--- config.mk ---
export PLATFORM = sky130hd
export DESIGN_NAME = lam_priority_demand_encoder
export DESIGN_NICKNAME = d
export VERILOG_FILES = /design/src/logic/slot_queue.v /design/src/logic/lam_priority_demand_encoder.v
export VERILOG_INCLUDE_DIRS = /design/src /design/src/pkg
export SDC_FILE = /design/constraint.sdc
export NUM_CORES = 1
export LEC_CHECK = 0
export ABC_AREA = 1
export BUFFER_PORTS_ARGS = -buffer_cell sky130_fd_sc_hd__buf_2
export CORE_MARGIN = 10
export CORE_UTILIZATION = 53
export CTS_BUF_LIST = sky130_fd_sc_hd__clkbuf_8 sky130_fd_sc_hd__clkbuf_16
export CTS_CLUSTER_DIAMETER = 100
export DETAILED_ROUTE_END_ITERATION = 16
export GPL_ROUTABILITY_DRIVEN = 0
export HOLD_SLACK_MARGIN = 0.12
export PLACE_DENSITY = 0.76
export SLEW_MARGIN = 5
export SYNTH_ARGS = -nofsm -noshare
export SYNTH_HDL_FRONTEND = slang
export SYNTH_SLANG_ARGS = --single-unit
--- constraint.sdc ---
create_clock -name ref_clk -period 3.3 [get_ports ref_clk]
set_clock_uncertainty 0.15 [all_clocks]
set_input_delay 0.66 -clock ref_clk [delete_from_list [all_inputs] [get_ports ref_clk]]
set_output_delay 0.66 -clock ref_clk [all_outputs]
set_load 0.05 [all_outputs]
--- src/pkg/lam_grader_defines.vh ---
`ifndef LAM_GRADER_DEFINES_VH
`define LAM_GRADER_DEFINES_VH

`define SLOT_COUNT 24
`define SLOT_W 5
`define QUEUE_DEPTH 16
`define QUEUE_AW 4

`define FN_READ_MASK 5'h00
`define FN_READ_ID 5'h06
`define FN_LOAD_MASK 5'h10
`define FN_CLEAR_QUEUE 5'h18
`define FN_ARM 5'h1a
`define SUBADDR_CMD 4'h0

`define MASK_RESET 24'h000000
`define MODULE_ID_VALUE 24'h0000a5

`define CLK_PERIOD_NS 100
`define DEMAND_HOLD_NS 2000
`define DEMAND_GAP_NS 200
`define DEMAND_HOLD_CYCLES ((`DEMAND_HOLD_NS + `CLK_PERIOD_NS - 1) / `CLK_PERIOD_NS)
`define DEMAND_GAP_CYCLES ((`DEMAND_GAP_NS + `CLK_PERIOD_NS - 1) / `CLK_PERIOD_NS)
`define TIMER_W 8

`define ST_IDLE 2'h0
`define ST_HOLD 2'h1
`define ST_GAP 2'h2

`endif

--- src/logic/slot_queue.v ---
`timescale 1ns/100ps
`default_nettype none
`include "lam_grader_defines.vh"

module slot_queue (
  input wire ref_clk,
  input wire rst_n,
  input wire flush,
  input wire push,
  input wire [`SLOT_W-1:0] push_data,
  input wire pop,
  output wire [`SLOT_W-1:0] head_data,
  output wire full,
  output wire empty
);
  reg [`SLOT_W-1:0] store [0:`QUEUE_DEPTH-1];
  reg [`QUEUE_AW-1:0] wr_ptr_reg;
  reg [`QUEUE_AW-1:0] rd_ptr_reg;
  reg [`QUEUE_AW:0] count_reg;
  wire do_push;
  wire do_pop;

  // push is refused when full, pop when empty, so the count never wraps
  assign full = (count_reg == `QUEUE_DEPTH);
  assign empty = (count_reg == {(`QUEUE_AW+1){1'b0}});
  assign do_push = push & ~full;
  assign do_pop = pop & ~empty;
  assign head_data = store[rd_ptr_reg];

  always @(posedge ref_clk) begin
    if (do_push) begin
      store[wr_ptr_reg] <= push_data;
    end
  end

  always @(posedge ref_clk) begin
    if (!rst_n || flush) begin
      wr_ptr_reg <= {`QUEUE_AW{1'b0}};
      rd_ptr_reg <= {`QUEUE_AW{1'b0}};
      count_reg <= {(`QUEUE_AW+1){1'b0}};
    end else begin
      if (do_push) begin
        wr_ptr_reg <= wr_ptr_reg + 1'b1;
      end
      if (do_pop) begin
        rd_ptr_reg <= rd_ptr_reg + 1'b1;
      end
      if (do_push && !do_pop) begin
        count_reg <= count_reg + 1'b1;
      end else if (do_pop && !do_push) begin
        count_reg <= count_reg - 1'b1;
      end
    end
  end
endmodule

`default_nettype wire

--- src/logic/lam_priority_demand_encoder.v ---
`timescale 1ns/100ps
`default_nettype none
`include "lam_grader_defines.vh"

module lam_priority_demand_encoder (
  input wire ref_clk,
  input wire rst_n,
  input wire station_sel,
  input wire [4:0] func_code,
  input wire [3:0] sub_addr,
  input wire strobe_s1,
  input wire dataway_clear,
  input wire [`SLOT_COUNT-1:0] write_data,
  input wire [`SLOT_COUNT-1:0] lam_in,
  input wire enable_demands,
  output reg [`SLOT_COUNT-1:0] read_data,
  output reg q_resp,
  output reg x_resp,
  output reg [`SLOT_W-1:0] grader_lines,
  output reg demand_initiate,
  output reg demand_hold_strobe
);
  // arbitrary identity value, not tied to any real part
  parameter [`SLOT_COUNT-1:0] MODULE_ID = `MODULE_ID_VALUE;

  // the cycle counts are worked out as integers, then cut to the timer width on purpose
  localparam integer HOLD_COUNT = `DEMAND_HOLD_CYCLES;
  localparam integer GAP_COUNT = `DEMAND_GAP_CYCLES;
  localparam [`TIMER_W-1:0] HOLD_CYCLES = HOLD_COUNT[`TIMER_W-1:0];
  localparam [`TIMER_W-1:0] GAP_CYCLES = GAP_COUNT[`TIMER_W-1:0];

  reg [`SLOT_COUNT-1:0] request_mask_reg;
  reg [`SLOT_COUNT-1:0] serviced_reg;
  reg armed_reg;
  reg [1:0] state_reg;
  reg [`TIMER_W-1:0] timer_reg;

  wire cmd_addr_ok;
  wire cmd_read_mask;
  wire cmd_read_id;
  wire cmd_load_mask;
  wire cmd_clear;
  wire cmd_arm;
  wire cmd_known;
  wire strobe_hit;
  wire do_arm;
  wire do_flush;

  wire [`SLOT_COUNT-1:0] pending;
  reg [`SLOT_W-1:0] pick_slot;
  reg [`SLOT_COUNT-1:0] pick_onehot;
  integer i;

  wire q_full;
  wire q_empty;
  wire [`SLOT_W-1:0] q_head;
  wire q_push;
  wire q_pop;

  // command decode; actions fire only on the S1 strobe while addressed, except the flush from dataway_clear
  assign cmd_addr_ok = station_sel & (sub_addr == `SUBADDR_CMD);
  assign cmd_read_mask = cmd_addr_ok & (func_code == `FN_READ_MASK);
  assign cmd_read_id = cmd_addr_ok & (func_code == `FN_READ_ID);
  assign cmd_load_mask = cmd_addr_ok & (func_code == `FN_LOAD_MASK);
  assign cmd_clear = cmd_addr_ok & (func_code == `FN_CLEAR_QUEUE);
  assign cmd_arm = cmd_addr_ok & (func_code == `FN_ARM);
  assign cmd_known = cmd_read_mask | cmd_read_id | cmd_load_mask | cmd_clear | cmd_arm;
  assign strobe_hit = strobe_s1 & station_sel;
  assign do_arm = strobe_hit & cmd_arm;
  assign do_flush = (strobe_hit & cmd_clear) | dataway_clear;

  // masked, armed, not yet serviced requests
  assign pending = lam_in & request_mask_reg & ~serviced_reg & {`SLOT_COUNT{armed_reg}};

  // lowest slot wins; the loop runs downward so the last hit is the lowest
  always @* begin
    pick_slot = {`SLOT_W{1'b0}};
    pick_onehot = {`SLOT_COUNT{1'b0}};
    for (i = `SLOT_COUNT - 1; i >= 0; i = i - 1) begin
      if (pending[i]) begin
        pick_slot = i[`SLOT_W-1:0] + 1'b1;
        pick_onehot = {`SLOT_COUNT{1'b0}};
        pick_onehot[i] = 1'b1;
      end
    end
  end

  // one slot per cycle; a full queue leaves the source pending, and the
  // arm cycle pushes nothing so the rearm is never undone by a stale mark
  assign q_push = (|pending) & ~q_full & ~do_arm & ~do_flush;
  // no pop while the queue is being cleared, so a flushed slot never becomes a demand
  assign q_pop = (state_reg == `ST_IDLE) & ~q_empty & enable_demands & ~do_flush;

  slot_queue u_queue (
    .ref_clk(ref_clk),
    .rst_n(rst_n),
    .flush(do_flush),
    .push(q_push),
    .push_data(pick_slot),
    .pop(q_pop),
    .head_data(q_head),
    .full(q_full),
    .empty(q_empty)
  );

  // mask register, arm state and serviced marks
  always @(posedge ref_clk) begin
    if (!rst_n) begin
      request_mask_reg <= `MASK_RESET;
      armed_reg <= 1'b0;
      serviced_reg <= {`SLOT_COUNT{1'b0}};
    end else begin
      if (strobe_hit && cmd_load_mask) begin
        request_mask_reg <= write_data;
      end
      if (do_arm) begin
        armed_reg <= 1'b1;
        serviced_reg <= {`SLOT_COUNT{1'b0}};
      end else if (q_push) begin
        serviced_reg <= serviced_reg | pick_onehot;
      end
    end
  end

  // dataway answers: registered, following the addressed command
  always @(posedge ref_clk) begin
    if (!rst_n) begin
      read_data <= {`SLOT_COUNT{1'b0}};
      q_resp <= 1'b0;
      x_resp <= 1'b0;
    end else begin
      q_resp <= cmd_known;
      x_resp <= cmd_known;
      if (cmd_read_mask) begin
        read_data <= request_mask_reg;
      end else if (cmd_read_id) begin
        read_data <= MODULE_ID;
      end else begin
        read_data <= {`SLOT_COUNT{1'b0}};
      end
    end
  end

  // demand sequencer: the strobe is held for a fixed time, never left hung,
  // so a controller timeout would only fire on a genuine fault
  always @(posedge ref_clk) begin
    if (!rst_n) begin
      state_reg <= `ST_IDLE;
      timer_reg <= {`TIMER_W{1'b0}};
      grader_lines <= {`SLOT_W{1'b0}};
      demand_initiate <= 1'b0;
      demand_hold_strobe <= 1'b0;
    end else begin
      case (state_reg)
        `ST_IDLE: begin
          if (q_pop) begin
            grader_lines <= q_head;
            demand_initiate <= 1'b1;
            demand_hold_strobe <= 1'b1;
            timer_reg <= HOLD_CYCLES - 1'b1;
            state_reg <= `ST_HOLD;
          end
        end
        `ST_HOLD: begin
          if (!enable_demands) begin
            demand_initiate <= 1'b0;
          end
          if (timer_reg == {`TIMER_W{1'b0}}) begin
            demand_initiate <= 1'b0;
            demand_hold_strobe <= 1'b0;
            timer_reg <= GAP_CYCLES - 1'b1;
            state_reg <= `ST_GAP;
          end else begin
            timer_reg <= timer_reg - 1'b1;
          end
        end
        `ST_GAP: begin
          if (timer_reg == {`TIMER_W{1'b0}}) begin
            grader_lines <= {`SLOT_W{1'b0}};
            state_reg <= `ST_IDLE;
          end else begin
            timer_reg <= timer_reg - 1'b1;
          end
        end
        default: begin
          state_reg <= `ST_IDLE;
        end
      endcase
    end
  end
endmodule

`default_nettype wire

==> flow_summary.rst <==
.. list-table::
   :header-rows: 1

   * - Metric
     - Value
   * - Outcome
     - finished, final reports clean
   * - FF+latch count, synth
     - 188
   * - IO Pins
     - 96
   * - Syn Std Cell Area
     - 8190 µm²
   * - Worst setup SP type
     - flop
   * - Initial antenna violation count
     - 1
   * - Area taken by multi-input logic gates
     - 3080 µm²
   * - Number of cells upsized or downsized after cts
     - 0
   * - Number of nets with antenna violations after detailed routing
     - 0
   * - Required time at the worst-slack endpoint
     - 3530 ps
   * - Post-synthesis share of cell area spent on full adders, half adders and majority gates
     - 2.54%
   * - Final max-slew violation count
     - 0
   * - Leakage power of the design
     - 3.95 nW
   * - Main synth FF type
     - dfxtp_1
   * - IO Port Bufs
     - 95
   * - Top cells by area in the synthesized netlist
     - edfxtp_1 (29%), dfxtp_1 (26%), nor2_1 (8.5%), nand2_1 (5.5%), inv_1 (4.8%)
   * - Count of mapped cells out of synthesis
     - 925
   * - Register area
     - 4560 µm²
   * - Mean number of vias per cell
     - 5.32
   * - DR iter-0 viols
     - 471
   * - TritonCTS clock tree
     - done
   * - Number of hold violations in the final report
     - 0
   * - Number of failing setup endpoints in the final timing report
     - 0
   * - Main combinational cell family by area after synthesis
     - simple AND/OR/NAND/NOR gates
   * - Source of the worst register-to-register timing path
     - armed_reg$_SDFFE_PN0P_
   * - Total congestion overflow after global routing
     - 0
   * - Vertical die dimension
     - 144 µm
   * - Post-Place Setup Slack
     - -43.1 ps
   * - Total routed wirelength
     - 19000 µm
   * - Distinct cell type count after synthesis
     - 43
   * - Unrepaired setup endpoints after global routing
     - no
   * - Mapped Nets
     - 1004
   * - Placement Rows
     - 45
   * - Depth of the worst register-to-register path
     - 18
   * - Root buffer cell
     - clkbuf_16
   * - DP HPWL
     - 13400 µm
   * - CP Class
     - flop to flop
   * - Post-synthesis area per instance
     - 8.86 µm²
   * - Maximum clock insertion buffer count
     - 2
   * - First-pass GRT wire length
     - 30900 µm
   * - Number of buffers inserted for hold repair after clock tree synthesis
     - 0
   * - DR vias
     - 6557
   * - Clock buffers created by TritonCTS
     - 17
   * - Max reg flops
     - 80
   * - Wire length on met3
     - 1510 µm
   * - Portion of netlist area occupied by mux cells
     - 0%
   * - Number of fill cells
     - 1306
   * - Finished Core Util
     - 62.8%
   * - Total number of nets in the final design
     - 1110
   * - Routed length on met2
     - 8570 µm
   * - Routed length per instance
     - 15.4 µm
   * - Max Fanout on Critical Path
     - 24
   * - Share of the yosys chip area belonging to registers
     - 55.7%
   * - Number of maximum-capacitance constraint violations
     - 0
   * - Metal-1 WL
     - 8590 µm
   * - Synthesis warning total
     - 0
   * - Complex-gate fraction of the synthesized area
     - 12.9%
   * - Hold path depth
     - 2
   * - Core Region
     - 15200 µm²
   * - Final critical path time including I/O delays and setup
     - 3100 ps
   * - Clk slew on worst S/H paths
     - 80 ps
   * - Relative max-transition margin
     - 20.0%
   * - Post-layout total power
     - 0.00509 W
   * - Hold Crit Start
     - serviced_reg[12]$_SDFFE_PP0P_
   * - Area of the die
     - 20800 µm²
   * - Overall routing resource usage
     - 18.7%
   * - Share of the synthesized area in the top cell type
     - 29.3%
   * - Final Cycle Share
     - 94.0%
   * - Hold crit path type
     - flop to flop
   * - Post-place instance area
     - 8940 µm²
   * - Worst-Skew Late Latency
     - 450 ps
   * - Initial Utilization
     - 53.9%
   * - Power density cells
     - 533 nW/µm²
   * - Width of the die
     - 144 µm
   * - Setup Fix Bufs, Post-CTS
     - 0
   * - Area growth from synthesis to final layout
     - 16.5%
   * - Post-Synth XOR/XNOR Area
     - 0.855%
   * - Largest register by flop count
     - u_queue.store
   * - Total DRC errors in the routed layout
     - 0
   * - Simple-gate portion of the synthesized area
     - 21.2%
   * - Maximum vdd ir drop
     - 0.396 mV
   * - Beginning of the critical path
     - armed_reg$_SDFFE_PN0P_
   * - Pin count of the biggest net entering global routing
     - 49
   * - Endpoint kind of the worst setup timing path
     - flop
   * - Setup slack of the critical path after layout
     - 200 ps
   * - Dominant cell type by area after synthesis
     - edfxtp_1
   * - Highest attainable clock frequency
     - 323 MHz
   * - Worst Max-Slew Pin Slew
     - 1200 ps
   * - Htree depth
     - 4
   * - Ant. Diodes
     - 0
   * - Arrival time at the worst endpoint
     - 3330 ps
   * - Pre-Repair DR Iteration Count
     - 5
   * - Number of enable flip-flop cells after synthesis
     - 80
   * - Fraction of final layout cells with drive strength greater than 1
     - 17.7%
   * - Vias in the first global route
     - 6302
   * - Top metal layer carrying routed signals
     - met4
   * - WHS
     - 309 ps
   * - Count of clock tree sinks
     - 188
   * - Non-Filler Cell Area, Final
     - 9550 µm²
   * - Fraction of registers with async set/reset
     - 0%
==> critical path: stages (launching register included) <==
cell     delay [ps]
dfxtp_1         360
buf_12          180
inv_2           100
nor3_2          230
nor2_1           70
nand3_1          80
nor2_2           60
nand3_2         100
nand2_2          90
inv_4            60
ha_1            200
inv_1           120
fa_1            410
a21o_1          170
a21oi_1         140
o21ai_0          90
a21oi_1         160
o21ai_0         100
a21oi_1         150
==> stage by stage <==
stage,TNS (ps),std cells
floorplan,0,925
global placement,0,1200
detailed placement,-43.1,1200
CTS,0,1232
global route,0,1232
finish,0,1232
==> per-layer routing <==
| metal | track usage, % | up-vias |
|---|---|---|
| li1 | - | 3326 |
| met1 | 23.7 | 2997 |
| met2 | 28.4 | 205 |
| met3 | 7.02 | 29 |
| met4 | 6.97 | 0 |
| met5 | 0 | - |
==> worst paths after layout <==
check / endpoint / slack, ps
hold / removal: serviced_reg[12]$_SDFFE_PP0P_ / 310
setup / recovery: u_queue.count_reg[4]$_SDFFE_PP0P_ / 200
hold reg to reg: serviced_reg[12]$_SDFFE_PP0P_ / 310
setup reg to reg: u_queue.count_reg[4]$_SDFFE_PP0P_ / 200
==> cell usage in the layout, fill, tap and decap left out, types with 11 or more instances in the layout <==
cell type / instances
nand2_1: 120
dfxtp_1: 108
o221ai_1: 11
nand4_1: 19
clkbuf_16: 17
nor3_1: 12
a211oi_1: 27
buf_2: 95
a21oi_1: 50
buf_4: 22
nor2_1: 183
inv_1: 104
o21ai_0: 63
ha_1: 15
nand3_1: 23
edfxtp_1: 80
==> where the power goes <==
group / leakage, nW / switching (W) / internal [W]
Clock: 0.294 / 0.00101 / 0.00103
Combinational: 2.06 / 0.000386 / 0.000180
Sequential: 1.60 / 0.0000369 / 0.00245
==> area by class of cell <==
class	instances	share of cell area, %
Sequential cell	188	47.8
Inverter	108	4.27
Timing Repair Buffer	118	6.92
Tap cell	188	2.46
Clock inverter	15	1.82
Clock buffer	17	4.46
Multi-Input combinational cell	598	32.3
==> cell usage after synthesis, types with 9 or more instances <==
library cell,number
dfxtp_1,108
nand3_1,23
o21ai_0,63
a21oi_1,50
nand4_1,19
o211ai_1,9
inv_1,104
o221ai_1,11
nor2_1,185
edfxtp_1,80
a211oi_1,27
o22ai_1,9
ha_1,15
nand2_1,120
clkbuf_1,23
nor3_1,13
==> kinds of logic after synthesis <==
logic type                 after synthesis
AOI/OAI and AO/OA                      178
xor gates and xnor gates                 8
adders and majority gates               16
buffers and inverters                  139
DFF                                    188
and+or+nand+nor                        396
Power figures use the tool's default switching activity.
